## src/rtl/adc_pkg.sv

```systemverilog
package adc_pkg;
	// register offsets on the plain register port
	localparam logic [2:0] ADDR_RESULT_HIGH = 3'h0;
	localparam logic [2:0] ADDR_RESULT_LOW = 3'h1;
	localparam logic [2:0] ADDR_CTRL_ZERO = 3'h2;
	localparam logic [2:0] ADDR_PIN_REF = 3'h3;
	localparam logic [2:0] ADDR_TIMING = 3'h4;
	// field positions
	localparam int ENABLE_BIT = 0;
	localparam int GO_BIT = 1;
	localparam int CHANNEL_LSB = 2;
	localparam int PCFG_LSB = 0;
	localparam int POS_REF_BIT = 4;
	localparam int NEG_REF_BIT = 5;
	localparam int CLK_SEL_LSB = 0;
	localparam int ACQ_LSB = 3;
	localparam int JUSTIFY_BIT = 7;
	// reset values
	localparam logic [3:0] CHANNEL_RESET = 4'h0;
	localparam logic [2:0] ACQ_RESET = 3'h0;
	localparam logic [2:0] CLK_SEL_RESET = 3'h0;
	localparam logic [2:0] PCFG_LOW_ANALOG = 3'h0;
	localparam logic [2:0] PCFG_LOW_DIGITAL = 3'h7;
	// converter shape
	localparam int CHANNELS = 13;
	localparam int RESULT_BITS = 10;
	localparam logic [3:0] PCFG_ALL_ANALOG = 4'h2;
	localparam logic [3:0] CONV_PERIODS = 4'hb;
	localparam logic [9:0] SAR_FIRST_TRIAL = 10'h200;
	localparam logic [1:0] RC_CODE = 2'h3;
	// one instruction cycle is four oscillator periods
	localparam int CLOCK_PERIOD_NS = 100;
	localparam int INSTR_CYCLE_NS = 400;
	localparam int INSTR_CYCLE_CLOCKS =
		(INSTR_CYCLE_NS + CLOCK_PERIOD_NS - 1) / CLOCK_PERIOD_NS;

	typedef enum logic [1:0] {
		ST_IDLE = 2'h0,
		ST_ACQ = 2'h1,
		ST_CONV = 2'h3
	} conv_state_t;

	// system clock divisor per conversion clock code
	function automatic logic [6:0] clock_divisor(input logic [2:0] code);
		case (code)
			3'h0: return 7'h02;
			3'h1: return 7'h08;
			3'h2: return 7'h20;
			3'h4: return 7'h04;
			3'h5: return 7'h10;
			3'h6: return 7'h40;
			default: return 7'h01;
		endcase
	endfunction

	// acquisition length in bit periods per code
	function automatic logic [4:0] acq_periods(input logic [2:0] code);
		case (code)
			3'h1: return 5'h02;
			3'h2: return 5'h04;
			3'h3: return 5'h06;
			3'h4: return 5'h08;
			3'h5: return 5'h0c;
			3'h6: return 5'h10;
			3'h7: return 5'h14;
			default: return 5'h00;
		endcase
	endfunction
endpackage

```

## src/rtl/bit_period_gen.sv

```systemverilog
`timescale 1ns/1ps
module bit_period_gen #(
	parameter int DELAY_CLOCKS = adc_pkg::INSTR_CYCLE_CLOCKS
) (
	input wire logic clock,
	input wire logic resetn,
	input wire logic run,
	input wire logic [2:0] clock_select,
	input wire logic rc_osc,
	input wire logic sleeping,
	output logic tick
);
	typedef struct packed {
		logic rc_meta;
		logic rc_sync;
		logic rc_last;
		logic [6:0] div_count;
		logic [3:0] delay_count;
		logic tick;
	} gen_state_t;

	gen_state_t s_reg;
	gen_state_t s_next;
	logic rc_sel;

	assign rc_sel = clock_select[1:0] == adc_pkg::RC_CODE;
	assign tick = s_reg.tick;

	// one tick per bit period; counters restart with each run
	always_comb begin
		s_next = s_reg;
		s_next.rc_meta = rc_osc;
		s_next.rc_sync = s_reg.rc_meta;
		s_next.rc_last = s_reg.rc_sync;
		s_next.tick = 1'b0;
		if (!run) begin
			s_next.div_count = 7'h00;
			s_next.delay_count = 4'h0;
		end else if (rc_sel) begin
			// rc clock held off one instruction cycle
			if (s_reg.delay_count != 4'(DELAY_CLOCKS)) begin
				s_next.delay_count = s_reg.delay_count + 4'h1;
			end else if (s_reg.rc_sync && !s_reg.rc_last) begin
				s_next.tick = 1'b1;
			end
		end else if (!sleeping) begin
			// system clock stops in sleep, so its divider freezes
			if (s_reg.div_count ==
				adc_pkg::clock_divisor(clock_select) - 7'h01) begin
				s_next.div_count = 7'h00;
				s_next.tick = 1'b1;
			end else begin
				s_next.div_count = s_reg.div_count + 7'h01;
			end
		end
		if (!resetn) begin
			s_next = '0;
		end
	end

	always_ff @(posedge clock) begin
		s_reg <= s_next;
	end
endmodule

```

## src/rtl/adc_conversion_control.sv

```systemverilog
// Added by the designer: the plain strobed port and the address map.
`timescale 1ns/1ps
//Behaviour
// - channel code 0..12 routes that analog input; 13..15 route none.
// - unimplemented channel still converts normally, measuring a floating input.
// - go bit reads 1 while converting and 0 when idle.
// - enable bit turns converter on when set, off when cleared.
// - negative reference bit selects external reference pin or ground.
// - positive reference bit selects external reference pin or supply.
// - pin code 0..2 all analog; each higher code digitalises one more top pin.
// - at reset low pin code bits load 000 or 111 by strap.
// - justify bit set gives right justified result, clear gives left.
// - acquisition code selects 0,2,4,6,8,12,16,20 bit periods.
// - clock code selects system clock divisor or the internal rc clock.
// - rc clock starts one instruction cycle after go, before any acquisition interval.
// - conversion runs in sleep only on the rc clock; software chooses it.
// - result found by successive approximation on the held sample.
// - reset restores control registers, disables and aborts conversion.
// - on completion load results, clear go, raise done flag.
// - reset leaves the result register pair untouched.
// - programmed acquisition interval runs between go and conversion start.
// - a conversion lasts eleven bit periods.
// - acquisition code zero starts conversion immediately on go.
// - after completion sampling of the selected channel resumes.
module adc_conversion_control (
	input wire logic clock,
	input wire logic resetn,
	input wire logic port_b_analog_default,
	input wire logic [2:0] addr,
	input wire logic [7:0] wdata,
	input wire logic write_strobe,
	input wire logic read_strobe,
	output logic [7:0] rdata,
	input wire logic internal_rc_clock,
	input wire logic sleeping,
	input wire logic comp_keep,
	output logic [12:0] channel_onehot,
	output logic [12:0] analog_mask,
	output logic neg_ref_select,
	output logic pos_ref_select,
	output logic sample_enable,
	output logic [9:0] dac_code,
	output logic converter_enable,
	output logic conversion_done_flag
);
	typedef struct packed {
		logic [3:0] channel;
		logic go;
		logic enable;
		logic nref;
		logic pref;
		logic [3:0] pcfg;
		logic justify;
		logic [2:0] acq;
		logic [2:0] clk_sel;
		logic [7:0] result_high;
		logic [7:0] result_low;
		adc_pkg::conv_state_t st;
		logic [4:0] acq_count;
		logic [3:0] conv_ticks;
		logic [9:0] sar;
		logic [9:0] trial;
		logic done;
		logic [7:0] rdata;
		logic comp_sync;
	} ctl_state_t;

	ctl_state_t s_reg;
	ctl_state_t s_next;
	logic tick;
	logic start;
	logic ctrl_write;
	logic [4:0] digital_count;

	// bit period source, idle whenever no conversion is pending
	bit_period_gen #(
		.DELAY_CLOCKS(adc_pkg::INSTR_CYCLE_CLOCKS)
	) u_bit_period (
		.clock(clock),
		.resetn(resetn),
		.run(s_reg.st != adc_pkg::ST_IDLE),
		.clock_select(s_reg.clk_sel),
		.rc_osc(internal_rc_clock),
		.sleeping(sleeping),
		.tick(tick)
	);

	// go is taken only with enable in the same write and when idle
	assign ctrl_write = write_strobe && addr == adc_pkg::ADDR_CTRL_ZERO;
	assign start = ctrl_write && wdata[adc_pkg::GO_BIT] &&
		wdata[adc_pkg::ENABLE_BIT] && s_reg.st == adc_pkg::ST_IDLE;

	// number of top pins turned digital by the pin code
	always_comb begin
		digital_count = 5'h00;
		if (s_reg.pcfg > adc_pkg::PCFG_ALL_ANALOG) begin
			digital_count = {1'b0, s_reg.pcfg} -
				{1'b0, adc_pkg::PCFG_ALL_ANALOG};
		end
	end

	// per-input channel route and analog/digital mode
	for (genvar i = 0; i < adc_pkg::CHANNELS; i++) begin : g_pin
		// codes above 12 match no input, the mux floats
		assign channel_onehot[i] = s_reg.channel == 4'(i);
		assign analog_mask[i] =
			(5'(i) + digital_count) < 5'(adc_pkg::CHANNELS);
	end

	assign neg_ref_select = s_reg.nref;
	assign pos_ref_select = s_reg.pref;
	// hold capacitor tracks the input while enabled and no conversion runs
	assign sample_enable = s_reg.enable &&
		s_reg.st != adc_pkg::ST_CONV;
	assign dac_code = s_reg.sar;
	assign converter_enable = s_reg.enable;
	assign conversion_done_flag = s_reg.done;
	assign rdata = s_reg.rdata;

	// register port, sequencer and approximation in one next state
	always_comb begin
		s_next = s_reg;
		// comparator settles within a clock of each trial code, so one
		// register keeps pace at divide by two; two would decide stale
		s_next.comp_sync = comp_keep;
		s_next.done = 1'b0;
		s_next.rdata = 8'h00;
		// read data stand for the single cycle after the strobe
		if (read_strobe) begin
			case (addr)
				adc_pkg::ADDR_RESULT_HIGH: s_next.rdata = s_reg.result_high;
				adc_pkg::ADDR_RESULT_LOW: s_next.rdata = s_reg.result_low;
				adc_pkg::ADDR_CTRL_ZERO: begin
					s_next.rdata = {2'h0, s_reg.channel,
						s_reg.go, s_reg.enable};
				end
				adc_pkg::ADDR_PIN_REF: begin
					s_next.rdata = {2'h0, s_reg.nref, s_reg.pref, s_reg.pcfg};
				end
				adc_pkg::ADDR_TIMING: begin
					s_next.rdata = {s_reg.justify, 1'b0,
						s_reg.acq, s_reg.clk_sel};
				end
				default: s_next.rdata = 8'h00;
			endcase
		end
		// sequencer leaves idle on go, then advances on bit period ticks only
		case (s_reg.st)
			adc_pkg::ST_IDLE: begin
				if (start) begin
					s_next.go = 1'b1;
					s_next.acq_count = 5'h00;
					if (s_reg.acq == adc_pkg::ACQ_RESET) begin
						s_next.st = adc_pkg::ST_CONV;
						s_next.conv_ticks = 4'h0;
						s_next.sar = adc_pkg::SAR_FIRST_TRIAL;
						s_next.trial = adc_pkg::SAR_FIRST_TRIAL;
					end else begin
						s_next.st = adc_pkg::ST_ACQ;
					end
				end
			end
			adc_pkg::ST_ACQ: begin
				if (tick) begin
					if (s_reg.acq_count ==
						adc_pkg::acq_periods(s_reg.acq) - 5'h01) begin
						s_next.st = adc_pkg::ST_CONV;
						s_next.conv_ticks = 4'h0;
						s_next.sar = adc_pkg::SAR_FIRST_TRIAL;
						s_next.trial = adc_pkg::SAR_FIRST_TRIAL;
					end else begin
						s_next.acq_count = s_reg.acq_count + 5'h01;
					end
				end
			end
			adc_pkg::ST_CONV: begin
				if (tick) begin
					s_next.conv_ticks = s_reg.conv_ticks + 4'h1;
					if (s_reg.conv_ticks == adc_pkg::CONV_PERIODS - 4'h1) begin
						// final period: store result and hand back to sampling
						s_next.st = adc_pkg::ST_IDLE;
						s_next.go = 1'b0;
						s_next.done = 1'b1;
						if (s_reg.justify) begin
							s_next.result_high = {6'h00, s_reg.sar[9:8]};
							s_next.result_low = s_reg.sar[7:0];
						end else begin
							s_next.result_high = s_reg.sar[9:2];
							s_next.result_low = {s_reg.sar[1:0], 6'h00};
						end
					end else begin
						// keep trial bit if held sample is at or above it
						if (!s_reg.comp_sync) begin
							s_next.sar = s_reg.sar & ~s_reg.trial;
						end
						s_next.trial = s_reg.trial >> 1;
						s_next.sar = s_next.sar | (s_reg.trial >> 1);
					end
				end
			end
			default: s_next.st = adc_pkg::ST_IDLE;
		endcase
		// software writes; results are read-only here
		if (write_strobe) begin
			case (addr)
				adc_pkg::ADDR_CTRL_ZERO: begin
					s_next.channel = wdata[adc_pkg::CHANNEL_LSB +: 4];
					s_next.enable = wdata[adc_pkg::ENABLE_BIT];
					if (!wdata[adc_pkg::ENABLE_BIT]) begin
						// switching off drops any conversion in flight
						s_next.st = adc_pkg::ST_IDLE;
						s_next.go = 1'b0;
						s_next.done = 1'b0;
					end
				end
				adc_pkg::ADDR_PIN_REF: begin
					s_next.nref = wdata[adc_pkg::NEG_REF_BIT];
					s_next.pref = wdata[adc_pkg::POS_REF_BIT];
					s_next.pcfg = wdata[adc_pkg::PCFG_LSB +: 4];
				end
				adc_pkg::ADDR_TIMING: begin
					s_next.justify = wdata[adc_pkg::JUSTIFY_BIT];
					s_next.acq = wdata[adc_pkg::ACQ_LSB +: 3];
					s_next.clk_sel = wdata[adc_pkg::CLK_SEL_LSB +: 3];
				end
				default: s_next.nref = s_next.nref;
			endcase
		end
		// reset clears control but keeps the result pair
		if (!resetn) begin
			s_next = '0;
			s_next.st = adc_pkg::ST_IDLE;
			s_next.channel = adc_pkg::CHANNEL_RESET;
			s_next.acq = adc_pkg::ACQ_RESET;
			s_next.clk_sel = adc_pkg::CLK_SEL_RESET;
			s_next.pcfg[2:0] = port_b_analog_default ?
				adc_pkg::PCFG_LOW_ANALOG : adc_pkg::PCFG_LOW_DIGITAL;
			s_next.result_high = s_reg.result_high;
			s_next.result_low = s_reg.result_low;
		end
	end

	always_ff @(posedge clock) begin
		s_reg <= s_next;
	end
endmodule

```

## config.mk

```make
export PLATFORM = sky130hd
export DESIGN_NAME = adc_conversion_control
export DESIGN_NICKNAME = d
export VERILOG_FILES = /design/src/rtl/adc_pkg.sv /design/src/rtl/bit_period_gen.sv /design/src/rtl/adc_conversion_control.sv
export SDC_FILE = /design/constraint.sdc
export NUM_CORES = 1
export LEC_CHECK = 0
export BUFFER_PORTS_ARGS = -buffer_cell sky130_fd_sc_hd__buf_2
export CAP_MARGIN = 40
export CORE_ASPECT_RATIO = 1.75
export CORE_MARGIN = 3
export CORE_UTILIZATION = 50
export DETAILED_ROUTE_END_ITERATION = 8
export GPL_ROUTABILITY_DRIVEN = 0
export MAX_ROUTING_LAYER = met4
export PLACE_DENSITY_LB_ADDON = 0.2
export RECOVER_POWER = 50
export SLEW_MARGIN = 20
export SYNTH_ARGS = -nofsm -noshare
export SYNTH_HDL_FRONTEND = slang
export SYNTH_SLANG_ARGS = --single-unit
```

## constraint.sdc

```tcl
create_clock -name clock -period 3.6 [get_ports clock]
set_input_delay 0.36 -clock clock [delete_from_list [all_inputs] [get_ports clock]]
set_output_delay 0.36 -clock clock [all_outputs]
set_load 0.01 [all_outputs]
```

==> results.json <==
{
  "failed_checks": "capacitance limit, slew limit",
  "syn_inst": 642,
  "wirelength_mm": 12.4,
  "clockRootBuffer": "clkbuf_16",
  "syn_avg_cell_area_sq_um": 8.49,
  "arrival_ns": 3.14,
  "final_common_cell": "nand2_1",
  "grt_first_pass_wirelength_mm": 20.9,
  "final_antenna_net_count": 0,
  "drcViolationCount": 0,
  "cts.sink_count": 91,
  "via_per_inst": 5.67,
  "synth_edf_count": 19,
  "ys.flop_type": "dfxtp_1",
  "dieWidth_microns": 84.9,
  "io_buffers": 66,
  "p_switching_w": 0.000627,
  "hold_path_class": "in2reg",
  "antenna_found_initial": 0,
  "fin_ws_ns": 0.0985,
  "critPathMaxFanout": 9,
  "required_ns": 3.24,
  "r2r_start": "s_reg[61]$_SDFFE_PN0P_",
  "maxCapViolCount": 1,
  "path_class": "reg2out",
  "period_share_pct": 97.3,
  "ioPinCount": 68,
  "power_density_mw_per_mm2": 394,
  "cts_made_buffers": 9,
  "final_hold_viol_count": 0,
  "setup_viol": 0,
  "clkPwrFrac_pct": 39.1,
  "cts_max_path_buffers": 2,
  "overflow": 0,
  "final_cell_mix": "nand2_1 (82), dfxtp_1 (72), a21oi_1 (48)",
  "htreeDepth": 3,
  "holdPathStages": 2,
  "areaGrowthSynthToFinish_pct": 9.74,
  "utilization_pct": 57.0,
  "cp-endpoint": "analog_mask[6]",
  "cpMostUsedCell": "ha_1",
  "syn_area_sq_mm": 0.00545,
  "start_util_pct": 52.0,
  "wl_per_cell_microns": 15.3,
  "rr_endpoint": "dac_code[0]$_SDFFE_PN0P_",
  "cp.depth": 11,
  "largest_register_ffs": 54,
  "r2r_setup_slack_ns": 1.03,
  "ir_drop_v": 0.000293,
  "critical-path-top-delay-family": "adder cells",
  "outcome": "complete, but fails checks",
  "worst_r2r_path_depth": 6,
  "ys_types": 63,
  "async_flop_share_pct": 0,
  "slew_headroom_pct": -4.72,
  "slowest_stage": "or4_1",
  "tightestPinTransition_ns": 1.57,
  "synth_warnings": 0,
  "num_vias": 4579,
  "hpwl_mm": 9.30,
  "pwr-share-seq_pct": 45.1,
  "std_cell_rows": 49,
  "worstPathCellList": "inv_2 > ha_1 > ha_1 > nand2b_1 > clkinvlp_4 > ha_1 > or4_1 > a21oi_1 > a221oi_1 > o21a_1 > buf_2",
  "crit_start": "s_reg[65]$_DFFE_PP_",
  "postCtsSetupBuffers": 0,
  "start_kind": "flop",
  "skew_ns": 0.00741,
  "ys_ff_latch": 91,
  "drive_above_1_share_pct": 11.0,
  "synth_area_leaders": "dfxtp_1 (26%), edfxtp_1 (10%), mux2i_1 (7.3%), ha_1 (6.9%), nand2_1 (5.6%)",
  "power_leakage_nw": 2.37,
  "clk_pin_slew_ns": 0.07,
  "drt-pass1-iter-count": 5,
  "grt_max_degree": 36,
  "internal_power_w": 0.00173,
  "synth_top_area_share_pct": 26.5,
  "synth_top_area_cell": "dfxtp_1",
  "fin_area_sq_mm": 0.00598,
  "die_h_microns": 144,
  "netSwitchingFraction_pct": 26.6,
  "grtUsageTotal_pct": 21.6,
  "clock_latency_ns": 0.34,
  "fmax_mhz": 286,
  "detail_route.iter0.violations": 204,
  "min_period_ns": 3.50,
  "pre_cts_ws_ns": 0.398,
  "final_nets": 725,
  "setup_tns_ns": 0,
  "drv_slew": 36,
  "diodes": 0,
  "end_kind": "output port",
  "ys_seq_area_share_pct": 36.9,
  "power.total_w": 0.00236,
  "syn_nets": 691,
  "grt_pass1_vias": 4462,
  "cts_tree": "yes",
  "placed_area_sq_mm": 0.00571,
  "fp.dieArea_sq_mm": 0.0122,
  "core_area_sq_mm": 0.0105,
  "crit_buf_inv": 3,
  "cpPeakStageDelay_ns": 0.51,
  "combPwrFrac_pct": 15.8
}
## cells by family (layout without fill, tap and decap cells)
logic type / count (synthesis) / in the layout / share of synthesized area, %
adder cells (fa/ha/maj): 30 / 30 / 6.89
multiplexers: 44 / 44 / 8.17
XOR/XNOR: 24 / 24 / 3.86
flip-flops: 91 / 91 / 36.9
buffers and inverters: 74 / 113 / 6.80
AND/OR/NAND/NOR: 244 / 244 / 22.1
AO/OA/AOI/OAI: 135 / 135 / 15.3
## routing by layer
| layer | routed length, microns | GRT usage [%] | up-vias |
|---|---|---|---|
| met5 | 0 | - | - |
| met3 | 556 | 3.65 | 27 |
| met4 | 369 | 9.09 | 0 |
| met2 | 6560 | 39.0 | 119 |
| met1 | 4910 | 23.0 | 2143 |
| li1 | - | - | 2290 |
## stage by stage
stage,hold WS [ns],cells
after global routing,0.212,808
after detailed placement,0.420,792
after floorplan,0.412,642
final,0.218,808
after CTS,0.207,808
after global placement,0.414,792
## worst min path at each step
stage | start | to | slack (ns)
after floorplan | u_bit_period.s_reg[14]$_SDFF_PN0_ | u_bit_period.s_reg[13]$_SDFF_PN0_ | 0.41
after global placement | u_bit_period.s_reg[14]$_SDFF_PN0_ | u_bit_period.s_reg[13]$_SDFF_PN0_ | 0.41
after detailed placement | u_bit_period.s_reg[14]$_SDFF_PN0_ | u_bit_period.s_reg[13]$_SDFF_PN0_ | 0.42
after CTS | internal_rc_clock | u_bit_period.s_reg[14]$_SDFF_PN0_ | 0.21
after global routing | internal_rc_clock | u_bit_period.s_reg[14]$_SDFF_PN0_ | 0.21
final | internal_rc_clock | u_bit_period.s_reg[14]$_SDFF_PN0_ | 0.22
## power groups by stage
stage	Sequential [W]	Combinational, W	Clock, W
finish	0.00106	0.000372	0.000922
global route	0.00107	0.000410	0.000978
CTS	0.00106	0.000366	0.000945
detailed placement	0.00109	0.000365	0
global placement	0.00109	0.000354	0
floorplan	0.00108	0.000259	0
## layout make-up
cell class / instances / area [sq um]
clock buffers: 9 / 225
clock inverters: 7 / 66.3
fillers: 959 / 4500
inverters: 24 / 97.6
multi-input cells: 477 / 3080
flip-flops and latches: 91 / 2010
well taps: 127 / 159
repair buffers: 73 / 343
## synthesized netlist by cell type (4+ instances only)
| library cell | instances |
|---|---|
| clkbuf_1 | 23 |
| xor2_1 | 10 |
| nand2_1 | 82 |
| xnor2_1 | 14 |
| nor2b_1 | 10 |
| a31oi_1 | 6 |
| nand4_1 | 5 |
| and3_1 | 4 |
| dfxtp_1 | 72 |
| nand3b_1 | 5 |
| or3_1 | 6 |
| ha_1 | 30 |
| nand3_1 | 16 |
| nor3_1 | 19 |
| buf_4 | 19 |
| a21boi_0 | 10 |
| o21ai_0 | 34 |
| a21oi_1 | 48 |
| inv_1 | 21 |
| buf_2 | 5 |
| and2_1 | 13 |
| o21a_1 | 6 |
| mux2i_1 | 40 |
| edfxtp_1 | 19 |
| nor2_1 | 47 |
| a22oi_1 | 6 |
| nand2b_1 | 16 |
| nor4_1 | 6 |
| mux2_2 | 4 |
## what timing repair did
action                                  4_1_cts  5_1_grt
resized for setup                             0        7
hold buffers                                  0        0
endpoints found under the hold margin         0        0
endpoints found under the setup margin        0        5
No activity file was read; power rests on OpenSTA's default activity.
